## src/pkg/rpc_pkg.sv

```systemverilog
// Package for the reset and power reduction controller: register map, fields, timings, carriers
package rpc_pkg;

  // Wishbone register map (byte addresses)
  localparam logic [7:0] ADDR_MODULE_POWER_GATES = 8'h64; // Module clock gate register
  localparam logic [7:0] ADDR_RESET_CONFIG       = 8'h68; // Start-up and clock source fuse copy
  localparam logic [7:0] ADDR_RESET_STATUS       = 8'h6c; // Live reset and reference state

  // Module power gate fields
  localparam int BIT_GATE_TWO_WIRE      = 7;
  localparam int BIT_GATE_TIMER_ASYNC8  = 6;
  localparam int BIT_GATE_TIMER_FIRST8  = 5;
  localparam int BIT_GATE_SERIAL_PORT_B = 4;
  localparam int BIT_GATE_TIMER_WIDE16  = 3;
  localparam int BIT_GATE_SYNC_SERIAL   = 2;
  localparam int BIT_GATE_SERIAL_PORT_A = 1;
  localparam int BIT_GATE_CONVERTER     = 0;
  localparam logic [7:0] GATES_RESET    = 8'h00;

  // Reset config fields: [5:4] start-up time fuses, [3:0] clock source fuses
  localparam int CFG_SUT_LSB = 4;
  localparam int CFG_CLOCK_SOURCE_FUSES_LSB = 0;
  localparam logic [7:0] CONFIG_RESET = 8'h00;

  // Status fields
  localparam int ST_INT_RESET  = 0;
  localparam int ST_PORT_RESET = 1;
  localparam int ST_BANDGAP    = 2;
  localparam int ST_COUNTING   = 3;

  // Timing at 40 MHz
  localparam int CLK_PERIOD_PS      = 25000;
  localparam int STARTUP_SHORT_US   = 4;    // Fast start-up delay period
  localparam int BROWNOUT_MIN_NS    = 2000; // Least brown-out duration before a flag
  localparam int STARTUP_SHORT_CYC  = (STARTUP_SHORT_US * 1000000) / CLK_PERIOD_PS;
  localparam int BROWNOUT_MIN_CYC   = (BROWNOUT_MIN_NS * 1000 + CLK_PERIOD_PS - 1) / CLK_PERIOD_PS;
  localparam int EXT_MIN_PULSE_NS   = 2500; // Least external reset pulse width
  localparam int EXT_MIN_PULSE_CYC  = (EXT_MIN_PULSE_NS * 1000 + CLK_PERIOD_PS - 1) / CLK_PERIOD_PS;
  localparam int STARTUP_LONG_CYC   = 65536 * 4; // Slow start-up default, a parameter in the top

  // Delay counter states, Gray coded along the path
  typedef enum logic [1:0] {
    RPC_ST_HOLD  = 2'b00,
    RPC_ST_COUNT = 2'b01,
    RPC_ST_RUN   = 2'b11
  } rpc_state_t;

  // Raw reset sources from detectors and core
  typedef struct packed {
    logic power_low;     // Power-on detector, high below threshold
    logic ext_reset_n;   // External reset pin, low active
    logic wdog_expired;  // Watchdog period expired
    logic wdog_enabled;  // Watchdog in reset mode
    logic supply_low;    // Brown-out comparator raw output
    logic test_reset;    // Test-port reset register bit
  } rpc_sources_t;

  // Peripheral requests that steer the bandgap and gates
  typedef struct packed {
    logic [2:0] brownout_level_fuses;      // All ones means brown-out off
    logic       comparator_bandgap_select; // Comparator wants the reference
    logic       converter_enabled;         // Converter enable bit
    logic       timer_async_select;        // Async timer runs on its own clock
  } rpc_periph_t;

  // Gate outputs, one bit per module, high stops the clock
  typedef struct packed {
    logic gate_two_wire;
    logic gate_timer_async8;
    logic gate_timer_first8;
    logic gate_serial_port_b;
    logic gate_timer_wide16;
    logic gate_sync_serial;
    logic gate_serial_port_a;
    logic gate_converter;
  } rpc_gates_t;

  localparam logic [2:0] BROWNOUT_OFF = 3'h7;

endpackage

```

## src/verilog/rpc_top.sv

```systemverilog
// Reset sequencer, module power gates and bandgap control for the microcontroller
// What this block does
// - Bit 7 stops the two-wire clock
// - Bit 6 stops async timer only when synchronous
// - Bits 5 and 3 freeze the timers
// - Bits 4, 2, 1 stop serial clocks
// - Bit 0 stops converter; software disables it first
// - Internal reset loads gate register, core restarts
// - Port reset follows power, pin and test sources without clock
// - Delay counter stretches reset by fuse period
// - Internal reset combines five sources
// - Long external low pulse, counted on the clock, resets
// - External release starts delay counter
// - Watchdog resets only when enabled and expired
// - Test-port register one holds reset
// - Power-on asserts at once, release counts
// - Brown-out asserts after least duration, release counts
// - Brown-out ignores dips below least duration
// - Watchdog pulse one cycle, count from fall
// - Bandgap on for brown-out, comparator, converter
//
// The Wishbone register port was decided locally.
`timescale 1ns/1ps

module rpc_top
  import rpc_pkg::*;
#(
  parameter int STARTUP_LONG = rpc_pkg::STARTUP_LONG_CYC // Slow start-up count in cycles
) (
  input  wire  logic                  clk,
  input  wire  logic                  nrst,
  input  wire  rpc_pkg::rpc_sources_t sources,
  input  wire  rpc_pkg::rpc_periph_t  periph,
  input  wire  logic                  wb_cyc_i,
  input  wire  logic                  wb_stb_i,
  input  wire  logic                  wb_we_i,
  input  wire  logic [7:0]            wb_adr_i,
  input  wire  logic [31:0]           wb_dat_i,
  input  wire  logic [3:0]            wb_sel_i,
  output logic [31:0]                 wb_dat_o,
  output logic                        wb_ack_o,
  output logic                        int_reset_n,
  output logic                        port_reset_n,
  output rpc_pkg::rpc_gates_t         gates,
  output logic                        bandgap_on,
  output logic                        wdog_reset_pulse
);
  import rpc_pkg::*;

  localparam int CW = 20; // Counter width, holds the slow period
  localparam logic [CW-1:0] SHORT_CNT = CW'(STARTUP_SHORT_CYC);
  localparam logic [CW-1:0] LONG_CNT  = CW'(STARTUP_LONG);
  localparam logic [7:0]    BOD_CNT   = 8'(BROWNOUT_MIN_CYC);
  localparam logic [7:0]    EXT_CNT   = 8'(EXT_MIN_PULSE_CYC);

  // All state of the block but the port reset flop in one record
  typedef struct packed {
    rpc_state_t    st;        // Delay counter state
    logic [CW-1:0] cnt;       // Delay counter
    logic [7:0]    bod_cnt;   // Brown-out persistence count
    logic          bod_flag;  // Qualified brown-out
    logic [7:0]    ext_cnt;   // External low pulse width count
    logic          ext_flag;  // Qualified external reset
    logic          wdog_prev; // Previous expiry level for edge
    logic          wdog_pls;  // One-cycle watchdog reset pulse
    logic [7:0]    gates;     // Module power gate register
    logic [7:0]    config_r;  // Start-up fuse copy
    logic          ack;       // Bus acknowledge
    logic [31:0]   rdata;     // Bus read data
    logic          int_rst_n; // Registered internal reset
    logic          port_rst_n;// Registered port reset
    logic          bg;        // Bandgap enable
  } rpc_regs_t;

  rpc_regs_t r;
  rpc_regs_t next_r;

  logic any_source; // Any reset source active this cycle
  logic bod_raw;    // Brown-out comparator gated by enable
  logic bus_req;    // New Wishbone access
  logic [CW-1:0] period; // Selected delay period

  // Brown-out is only watched when the level fuses enable it
  assign bod_raw = sources.supply_low && (periph.brownout_level_fuses != BROWNOUT_OFF);

  // Five sources merged; power-on and test reset act at once
  assign any_source = sources.power_low | r.ext_flag | r.wdog_pls | r.bod_flag | sources.test_reset;

  // Period from start-up fuses; short only when the whole config register reads zero
  assign period = (r.config_r == CONFIG_RESET) ? SHORT_CNT : LONG_CNT;

  assign bus_req = wb_cyc_i && wb_stb_i && !r.ack;

  // Next state of the whole block
  always_comb begin
    next_r = r;
    // External pin must stay low past the least pulse width
    if (!sources.ext_reset_n) begin
      if (r.ext_cnt != EXT_CNT) begin
        next_r.ext_cnt = r.ext_cnt + 8'h01;
      end
      next_r.ext_flag = (r.ext_cnt == EXT_CNT) || r.ext_flag;
    end else begin
      next_r.ext_cnt  = 8'h00;
      next_r.ext_flag = 1'b0; // Pin release starts the counter
    end
    // Brown-out must persist before it flags
    if (bod_raw) begin
      if (r.bod_cnt != BOD_CNT) begin
        next_r.bod_cnt = r.bod_cnt + 8'h01;
      end
      next_r.bod_flag = (r.bod_cnt == BOD_CNT) || r.bod_flag;
    end else begin
      next_r.bod_cnt  = 8'h00;
      next_r.bod_flag = 1'b0;
    end
    // Watchdog expiry edge while enabled gives one cycle pulse
    next_r.wdog_prev = sources.wdog_expired;
    next_r.wdog_pls  = sources.wdog_expired && !r.wdog_prev && sources.wdog_enabled;
    // Delay counter sequence
    case (r.st)
      RPC_ST_HOLD: begin
        next_r.cnt = '0;
        if (!any_source) begin
          next_r.st = RPC_ST_COUNT; // Starts after pulse falls
        end
      end
      RPC_ST_COUNT: begin
        if (any_source) begin
          next_r.st  = RPC_ST_HOLD; // Restart from zero
          next_r.cnt = '0;
        end else if (r.cnt >= period - CW'(1)) begin
          next_r.st = RPC_ST_RUN;
        end else begin
          next_r.cnt = r.cnt + CW'(1);
        end
      end
      RPC_ST_RUN: begin
        if (any_source) begin
          next_r.st = RPC_ST_HOLD;
        end
      end
      default: begin
        next_r.st = RPC_ST_HOLD;
      end
    endcase
    next_r.int_rst_n  = (next_r.st == RPC_ST_RUN);
    next_r.port_rst_n = !any_source;
    // Reference power
    next_r.bg = (periph.brownout_level_fuses != BROWNOUT_OFF) || periph.comparator_bandgap_select
                || periph.converter_enabled;
    // Wishbone slave, one wait state then ack
    next_r.ack = bus_req;
    if (bus_req) begin
      case (wb_adr_i)
        ADDR_MODULE_POWER_GATES: next_r.rdata = {24'h000000, r.gates};
        ADDR_RESET_CONFIG:       next_r.rdata = {24'h000000, r.config_r};
        ADDR_RESET_STATUS:       next_r.rdata = {28'h0000000, r.st != RPC_ST_RUN && r.st != RPC_ST_HOLD,
                                                 r.bg, r.port_rst_n, r.int_rst_n};
        default:                 next_r.rdata = 32'h00000000; // Unmapped reads zero
      endcase
      if (wb_we_i && wb_sel_i[0]) begin
        if (wb_adr_i == ADDR_MODULE_POWER_GATES) begin
          next_r.gates = wb_dat_i[7:0];
        end
        if (wb_adr_i == ADDR_RESET_CONFIG) begin
          next_r.config_r = wb_dat_i[7:0];
        end
      end
    end else begin
      next_r.rdata = 32'h00000000;
    end
    // Internal reset puts the gate register to its initial value
    if (r.st != RPC_ST_RUN) begin
      next_r.gates = GATES_RESET;
    end
  end

  // State register; constants only under reset
  always_ff @(posedge clk or negedge nrst) begin
    if (!nrst) begin
      r <= '0;
    end else begin
      r <= next_r;
    end
  end

  // Port reset: asynchronous path for clockless sources, the registered bus-visible path for the rest.
  // The combinational OR below is a trade-off: ports must drop without a clock, so it cannot be a flop.
  logic port_async_n;
  assign port_async_n = !(sources.power_low || !sources.ext_reset_n || sources.test_reset);

  // Port reset flop cleared asynchronously by any clockless source
  always_ff @(posedge clk or negedge port_async_n) begin
    if (!port_async_n) begin
      port_reset_n <= 1'b0;
    end else begin
      port_reset_n <= next_r.port_rst_n;
    end
  end

  // Output drive straight from flops
  assign wb_dat_o         = r.rdata;
  assign wb_ack_o         = r.ack;
  assign int_reset_n      = r.int_rst_n;
  assign bandgap_on       = r.bg;
  assign wdog_reset_pulse = r.wdog_pls;

  // Gates; async timer stops only in synchronous mode
  always_comb begin
    gates                    = rpc_gates_t'(r.gates);
    gates.gate_timer_async8  = r.gates[BIT_GATE_TIMER_ASYNC8] && !periph.timer_async_select;
  end

  // Checks on the sequencer, the gate register and the bus answer.
  // All run on the one clock and are quiet while nrst holds the block,
  // since every flop in r is forced to zero there and nothing is meaningful.

  // Watchdog pulse lasts exactly one cycle
  a_wdog_pulse_one: assert property (@(posedge clk) disable iff (!nrst)
    r.wdog_pls |=> !r.wdog_pls)
    else $error("watchdog pulse longer than one cycle");

  // Watchdog pulse only when enabled
  a_wdog_needs_en: assert property (@(posedge clk) disable iff (!nrst)
    r.wdog_pls |-> $past(sources.wdog_enabled))
    else $error("watchdog pulse while disabled");

  // Any source keeps internal reset low next cycle
  a_source_holds: assert property (@(posedge clk) disable iff (!nrst)
    any_source |=> !r.int_rst_n)
    else $error("reset released during source");

  // Restart from zero when source returns
  a_count_restart: assert property (@(posedge clk) disable iff (!nrst)
    (r.st == RPC_ST_COUNT && any_source) |=> (r.cnt == '0 && r.st == RPC_ST_HOLD))
    else $error("counter did not restart");

  // Release only after the full period
  a_release_late: assert property (@(posedge clk) disable iff (!nrst)
    $rose(r.int_rst_n) |-> $past(r.cnt) >= period - CW'(1))
    else $error("release before period");

  // Converter enable powers the reference
  a_bandgap_map: assert property (@(posedge clk) disable iff (!nrst)
    periph.converter_enabled |=> r.bg)
    else $error("bandgap off with converter on");

  // Brown-out flag never before least duration
  a_bod_filter: assert property (@(posedge clk) disable iff (!nrst)
    $rose(r.bod_flag) |-> r.bod_cnt == BOD_CNT)
    else $error("brown-out flagged early");

  // Power-on asserts port reset next edge at latest
  a_por_immediate: assert property (@(posedge clk) disable iff (!nrst)
    sources.power_low |-> ##1 !port_reset_n)
    else $error("port reset missed power-on");

  // Test-port register holds core in reset
  a_test_holds: assert property (@(posedge clk) disable iff (!nrst)
    sources.test_reset |=> r.st != RPC_ST_RUN)
    else $error("test reset not held");

  // Gate register returns to its initial value under internal reset
  a_gate_reset: assert property (@(posedge clk) disable iff (!nrst)
    r.st != RPC_ST_RUN |=> r.gates == GATES_RESET)
    else $error("gates not cleared by reset");

  // Async timer keeps its clock while on its own oscillator
  a_async_gate: assert property (@(posedge clk) disable iff (!nrst)
    periph.timer_async_select |-> !gates.gate_timer_async8)
    else $error("async timer gated in async mode");

  // A write in normal running lands in the gate register
  a_gate_write: assert property (@(posedge clk) disable iff (!nrst)
    (bus_req && wb_we_i && wb_sel_i[0] && wb_adr_i == ADDR_MODULE_POWER_GATES && r.st == RPC_ST_RUN)
    |=> r.gates == $past(wb_dat_i[7:0]))
    else $error("gate write lost");

  // Gates hold their value without a write, so timers resume as left
  a_gate_hold: assert property (@(posedge clk) disable iff (!nrst)
    (!bus_req && r.st == RPC_ST_RUN) |=> $stable(r.gates))
    else $error("gates changed without write");

  // Acknowledge is a single-cycle pulse
  a_ack_pulse: assert property (@(posedge clk) disable iff (!nrst)
    r.ack |=> !r.ack)
    else $error("ack longer than one cycle");

  // Every new request is answered on the next edge
  a_ack_answer: assert property (@(posedge clk) disable iff (!nrst)
    bus_req |=> r.ack)
    else $error("request not answered");

  // Enabled brown-out detection powers the reference
  a_bandgap_bod: assert property (@(posedge clk) disable iff (!nrst)
    (periph.brownout_level_fuses != BROWNOUT_OFF) |=> r.bg)
    else $error("bandgap off with brown-out on");

  // Comparator select powers the reference
  a_bandgap_comp: assert property (@(posedge clk) disable iff (!nrst)
    periph.comparator_bandgap_select |=> r.bg)
    else $error("bandgap off with comparator select");

  // No cause leaves the reference off
  a_bandgap_off: assert property (@(posedge clk) disable iff (!nrst)
    (periph.brownout_level_fuses == BROWNOUT_OFF && !periph.comparator_bandgap_select
     && !periph.converter_enabled) |=> !r.bg)
    else $error("bandgap on without cause");

  // Any qualified source resets the ports by the next edge
  a_port_source: assert property (@(posedge clk) disable iff (!nrst)
    any_source |=> !port_reset_n)
    else $error("port reset missed source");

  // Pin low clears ports at once, without an edge
  a_pin_port: assert property (@(posedge clk) disable iff (!nrst)
    !sources.ext_reset_n |-> !port_reset_n)
    else $error("port reset missed pin");

  // Test-port reset clears ports at once
  a_test_port: assert property (@(posedge clk) disable iff (!nrst)
    sources.test_reset |-> !port_reset_n)
    else $error("port reset missed test reset");

  // Watchdog pulse comes only from a rising expiry
  a_wdog_edge: assert property (@(posedge clk) disable iff (!nrst)
    r.wdog_pls |-> $past(sources.wdog_expired) && !$past(r.wdog_prev))
    else $error("watchdog pulse without expiry edge");

  // Watchdog pulse resets the core
  a_wdog_resets: assert property (@(posedge clk) disable iff (!nrst)
    r.wdog_pls |=> !r.int_rst_n)
    else $error("watchdog pulse ignored");

  // External flag only after the least pulse width
  a_ext_filter: assert property (@(posedge clk) disable iff (!nrst)
    $rose(r.ext_flag) |-> r.ext_cnt == EXT_CNT)
    else $error("external reset flagged early");

  // Pin release drops the flag so counting can start
  a_ext_release: assert property (@(posedge clk) disable iff (!nrst)
    sources.ext_reset_n |=> !r.ext_flag)
    else $error("external flag stuck after release");

  // Supply recovery drops the brown-out flag
  a_bod_release: assert property (@(posedge clk) disable iff (!nrst)
    !bod_raw |=> !r.bod_flag)
    else $error("brown-out flag stuck");

  // Quiet sources start the count from zero
  a_count_start: assert property (@(posedge clk) disable iff (!nrst)
    (r.st == RPC_ST_HOLD && !any_source) |=> (r.st == RPC_ST_COUNT && r.cnt == '0))
    else $error("count did not start");

  // The count advances one step per quiet cycle
  a_count_step: assert property (@(posedge clk) disable iff (!nrst)
    (r.st == RPC_ST_COUNT && !any_source && r.cnt < period - CW'(1)) |=> r.cnt == $past(r.cnt) + CW'(1))
    else $error("count skipped");

  // Internal reset is released only in the run state
  a_run_release: assert property (@(posedge clk) disable iff (!nrst)
    r.int_rst_n == (r.st == RPC_ST_RUN))
    else $error("internal reset out of step");

  // Power-on holds the core next edge
  a_power_core: assert property (@(posedge clk) disable iff (!nrst)
    sources.power_low |=> !r.int_rst_n)
    else $error("power-on did not hold core");

  // Qualified brown-out holds the core
  a_bod_core: assert property (@(posedge clk) disable iff (!nrst)
    r.bod_flag |=> !r.int_rst_n)
    else $error("brown-out did not hold core");

  // Qualified pin reset holds the core
  a_ext_core: assert property (@(posedge clk) disable iff (!nrst)
    r.ext_flag |=> !r.int_rst_n)
    else $error("pin reset did not hold core");

endmodule // rpc_top

```

## config.mk

```make
export PLATFORM = sky130hd
export DESIGN_NAME = rpc_top
export DESIGN_NICKNAME = d
export VERILOG_FILES = /design/src/pkg/rpc_pkg.sv /design/src/verilog/rpc_top.sv
export SDC_FILE = /design/constraint.sdc
export NUM_CORES = 1
export LEC_CHECK = 0
export BUFFER_PORTS_ARGS = -buffer_cell sky130_fd_sc_hd__buf_4
export CAP_MARGIN = 20
export CELL_PAD_IN_SITES_DETAIL_PLACEMENT = 1
export CELL_PAD_IN_SITES_GLOBAL_PLACEMENT = 2
export CORE_UTILIZATION = 34
export DETAILED_ROUTE_END_ITERATION = 10
export PLACE_DENSITY = 0.85
export SLEW_MARGIN = 20
export SYNTH_ARGS = -nofsm -noshare
export SYNTH_HDL_FRONTEND = slang
export SYNTH_SLANG_ARGS = --single-unit
```

## constraint.sdc

```tcl
create_clock -name clk -period 4.9 [get_ports clk]
set_input_delay 0.49 -clock clk [delete_from_list [all_inputs] [get_ports clk]]
set_output_delay 0.49 -clock clk [all_outputs]
set_load 0.005 [all_outputs]
```

* Word level (Yosys, flattened, before mapping) *
Cells that the tools add are included.

word-level totals
  logic and storage cells = 88
  register bits = 95
  output and inout port bits = 45

cells by class
  $add $sub $neg = 4
  muxes and demuxes = 19
  equal/unequal tests = 14
  reduce and logical (&&, ||, !) cells = 30
  bitwise operators = 4
  order comparisons = 1

operators by type and width
  kind                     number
  $eq A8 B7 Y1 const B     5
  $mux W8                  5
  $pmux W20 S2             1
  $mux W16                 2
  $mux W32                 1
  $pmux W8 S3              1
  $mux W22                 1
  $add A20 B1 Y20 const B  1
  $ge A20 B20 Y1           1
  $mux W20                 1
  $sub A19 B1 Y20 const B  1
  $mux W19                 1
  $mux W9                  2
  $add A8 B1 Y8 const B    2
  $ne A8 B7 Y1 const B     2
  $reduce_bool A2 Y1       6
  $logic_and A1 B1 Y1      8
  $logic_not A8 Y1         1
  $logic_or A1 B1 Y1       6
  $mux W2                  3
  $ne A3 B3 Y1 const B     2
  $pmux W2 S3              1
  $reduce_and A3 Y1        2
  $logic_not A1 Y1         5
  other kinds (7)          11

* Logic depth before layout (Yosys ltp) *
  depth in word-level cells = 8
  gate-level depth with buffers = 10
  depth with buffers taken out = 9

* Worst setup path after synthesis *
No wires, ideal clock.

  kind = flip-flop to flip-flop
  from = register r[40] in the netlist's numbering
  to = register r[78] in the netlist's numbering
  period minus slack after synthesis = 2.686 ns
  data required time = 4.782 ns
  setup slack = 2.214 ns
  stages on the path, launching flop included = 11
  data arrival time = 2.567 ns
  cell sequence = dfrtp_1 or4_4 nor2_1 ha_1 a21oi_1 o21ai_0 a311oi_2 o31ai_4 buf_6 o21bai_1 a21o_1

on the way
  word-level cells in the longest chain between the ends = 6

ends and longest elaborated chain
  item                                line            source
  start: declaration                  rpc_top.sv:75   rpc_regs_t r;
  start signal: assignment            rpc_top.sv:184  r <= next_r;
  $logic_not A8 Y1                    rpc_top.sv:90   assign period = (r.config_r == CONFIG_RESET) ? SHORT_CNT : LONG_CNT;
  $mux W19                            rpc_top.sv:90
  $sub A19 B1 Y20                     rpc_top.sv:132  end else if (r.cnt >= period - CW'(1)) begin
  $ge A20 B20 Y1                      rpc_top.sv:132
  $ne A3 B3 Y1 (no source line)       n/a
  $reduce_and A2 Y1 (no source line)  n/a

No other way between the ends.
A chain may end at the register's enable or synchronous reset.

* Worst setup path after layout *
  from = register r[40] in the netlist's numbering
  to = register r[90] in the netlist's numbering

The elaborated chain is that of the path after synthesis.

==> results.toml <==
[placed_design]
dp_hpwl_mm = 6.18
io_buffers = 54
dp.cells = 548
post-place-ws_ns = 1.68
finalWeightedCongestion = 0.766

[sta]
slew_viol_final = 0
hold_violations = 0
min_period_ns = 3.20
worst_clock_skew_ns = 0.00770
setup_viol = 0
max_freq_mhz = 313
worstMarginPinSlew_ns = 0.933
fin_crit_sh_pct = 65.2
slew_headroom_pct = 37.8
rsz0062_at_grt = "no"
tns_ns = 0
setup_ws_ns = 1.70

[power_and_ir_drop]
pwr_density_cell_nw_per_um2 = 314
p_leak_nw = 2.06
vdd_drop_max_mv = 0.161

[logic_synthesis]
synthTopCellsByArea = "dfrtp_1, buf_4, nor2_1"
synth_xor_area_share_pct = 2.30
yosysUniqueCellTypes = 51
syn_inst = 378
synth_seq_area_share_pct = 46.7
synthMuxAreaShare_pct = 4.37
synth_top_family_by_area = "simple AND/OR/NAND/NOR gates"
synth_top_cells_by_count = "dfrtp_1, nor2_1, buf_4, nand2_1, nand3_1"
synth-compound-area-share_pct = 13.4
synthSimpleGateAreaFrac_pct = 19.0
synth_enable_flop_cells = 0
synth.most_common_cell = "dfrtp_1"
syn_area_per_cell_um2 = 10.1
synthFlopType = "dfrtp_1"
synth_seq_cells = 71
synthArstFlopShare_pct = 100
syn_area_um2 = 3800
yosysTopAreaCellShare_pct = 46.7
yosysTopAreaCell = "dfrtp_1"
synth_warnings = 0
synthAdderAreaFrac_pct = 3.95

[clock_network]
clk_pin_slew_ns = 0.08
cts_hold_buf = 0
clockRootBuffer = "clkbuf_8"
insertion_delay_ns = 0.35
post_cts_resized = 0
cts_setup_buffers = 0
cts_buffer_depth = 2
cts_sinks = 71
cts_htree_levels = 3
cts_tree = "built"
cts_buffers = 9

[route]
drt_iter0_drc = 119
wirelength_mm = 8.64
routed_via_density = 5.01
vias = 2827
routedWlPerCell_um = 15.3
drc_errors = 0
firstDrtPassIters = 6
antenna_left = 0

[layout]
fin_cells = 564
insertedDiodeCount = 0
area_delta_synth_final_pct = 14.7
fillers = 1236
drive_gt1_share_pct = 21.5
nNetsFinal = 492

[setup_path]
crit_required_ns = 5.13
cp-start-kind = "register"
critPathCaptureType = "register"
critical_path.max_fanout = 24
criticalPathCategory = "reg2reg"
cp.arrival_ns = 3.43

[floorplanning]
die-width_um = 108
std_cell_rows = 38
num_io_pins = 106
core_um2 = 10900
die_area_um2 = 11600
start_util_pct = 34.9
die_y_um = 108

[status]
status = "completed"

[global_routing]
grt_start_max_net_pins = 71
grt_pass1_wl_mm = 14.5
grt_use_total_pct = 16.1
grt_pass1_vias = 3001
antenna_found_initial = 0
overflow = 0

[run]
max_cap_viol_count = 0

[worst_hold_path]
hold_path_class = "in2async"
==> cell usage in the layout (no fill, tap or decap), drive strengths merged, types with 4 or more instances in the layout <==
master,instances
ha,12
and3,6
nand2,26
clkbuf,10
xor2,6
nor3b,5
a22oi,8
a22o,8
conb,24
dfrtp,71
nor2,42
mux2,13
nand3,22
buf,54
nor3,13
o21ai,12
or3,8
o21bai,5
a21oi,12
a21o,6
xnor2,4
inv,11
==> routing by layer <==
layer	GRT usage [%]	up-vias	wire, µm
met2	27.9	46	4440
li1	-	1363	-
met1	20.1	1413	3850
met3	3.87	5	267
met5	0	-	0
met4	3.82	0	79
==> worst paths after layout <==
| check | endpoint | startpoint | cells after the start | slack, ns |
|---|---|---|---|---|
| min in group clk | r[53]$_DFF_PN0_ | sources[3] | 1 | 0.26 |
| worst min-delay path | port_reset_n$_DFF_PP0_ | sources[0] | 2 | 0.09 |
| max in group asynchronous | r[59]$_DFFE_PN0P_ | nrst | 1 | 4.06 |
| worst min register to register | wdog_reset_pulse$_DFF_PN0_ | r[53]$_DFF_PN0_ | 1 | 0.41 |
| worst max register to register | r[90]$_DFFE_PN0P_ | r[40]$_DFFE_PN0P_ | 9 | 1.70 |
| worst max-delay path | r[90]$_DFFE_PN0P_ | r[40]$_DFFE_PN0P_ | 9 | 1.70 |
==> logic make-up (layout without fill, tap and decap cells) <==
family	after synthesis	count (layout)
AO/OA/AOI/OAI	69	69
XOR/XNOR	10	10
adder cells (fa/ha/maj)	12	12
buffers and inverters	58	81
flip-flops	71	71
multiplexers	15	15
other	1	24
AND/OR/NAND/NOR	142	142
==> registers in the layout (all words and copies together) (netlist names) <==
name	flops
r	51
port_reset_n	1
wb_ack_o	1
wdog_reset_pulse	1
int_reset_n	1
gates	7
bandgap_on	1
wb_dat_o	8
==> final cells by class <==
| type | count | area (µm²) | share of cell area [%] |
|---|---|---|---|
| inverter | 11 | 41.3 | 0.946 |
| sequential | 71 | 1780 | 40.7 |
| multi-input combinational | 272 | 1730 | 39.6 |
| tap | 140 | 175 | 4.01 |
| clock buffer | 10 | 128 | 2.93 |
| timing repair buffer | 54 | 405 | 9.29 |
| clock inverter | 6 | 109 | 2.49 |
==> worst max-delay path: stages (launching register included) <==
cell and delay (ns):
dfrtp_1 0.41, or4_4 0.59, nor2_1 0.18, ha_1 0.17, nand3_1 0.06, o21ai_0 0.21, a311oi_2 0.21, o31ai_4 0.84
nor3_1 0.18, o22a_1 0.23
==> power by group <==
part	internal (mW)	switching (mW)	leakage (nW)
Clock	0.338	0.230	0.120
Combinational	0.0739	0.118	0.964
Sequential	0.598	0.0125	0.975
==> through the flow <==
stage | hold slack [ns] | total power, mW | util [%] | area, µm²
2_1_floorplan | 0.194 | 0.770 | - | 3890
3_3_place_gp | 0.388 | 0.809 | 37.9 | 4130
3_5_place_dp | 0.399 | 0.819 | 37.9 | 4130
4_1_cts | 0.0854 | 1.39 | 40.1 | 4360
5_1_grt | 0.0997 | 1.44 | 40.1 | 4360
6_report | 0.0906 | 1.37 | 40.1 | 4360
Power figures use the tool's default switching activity.
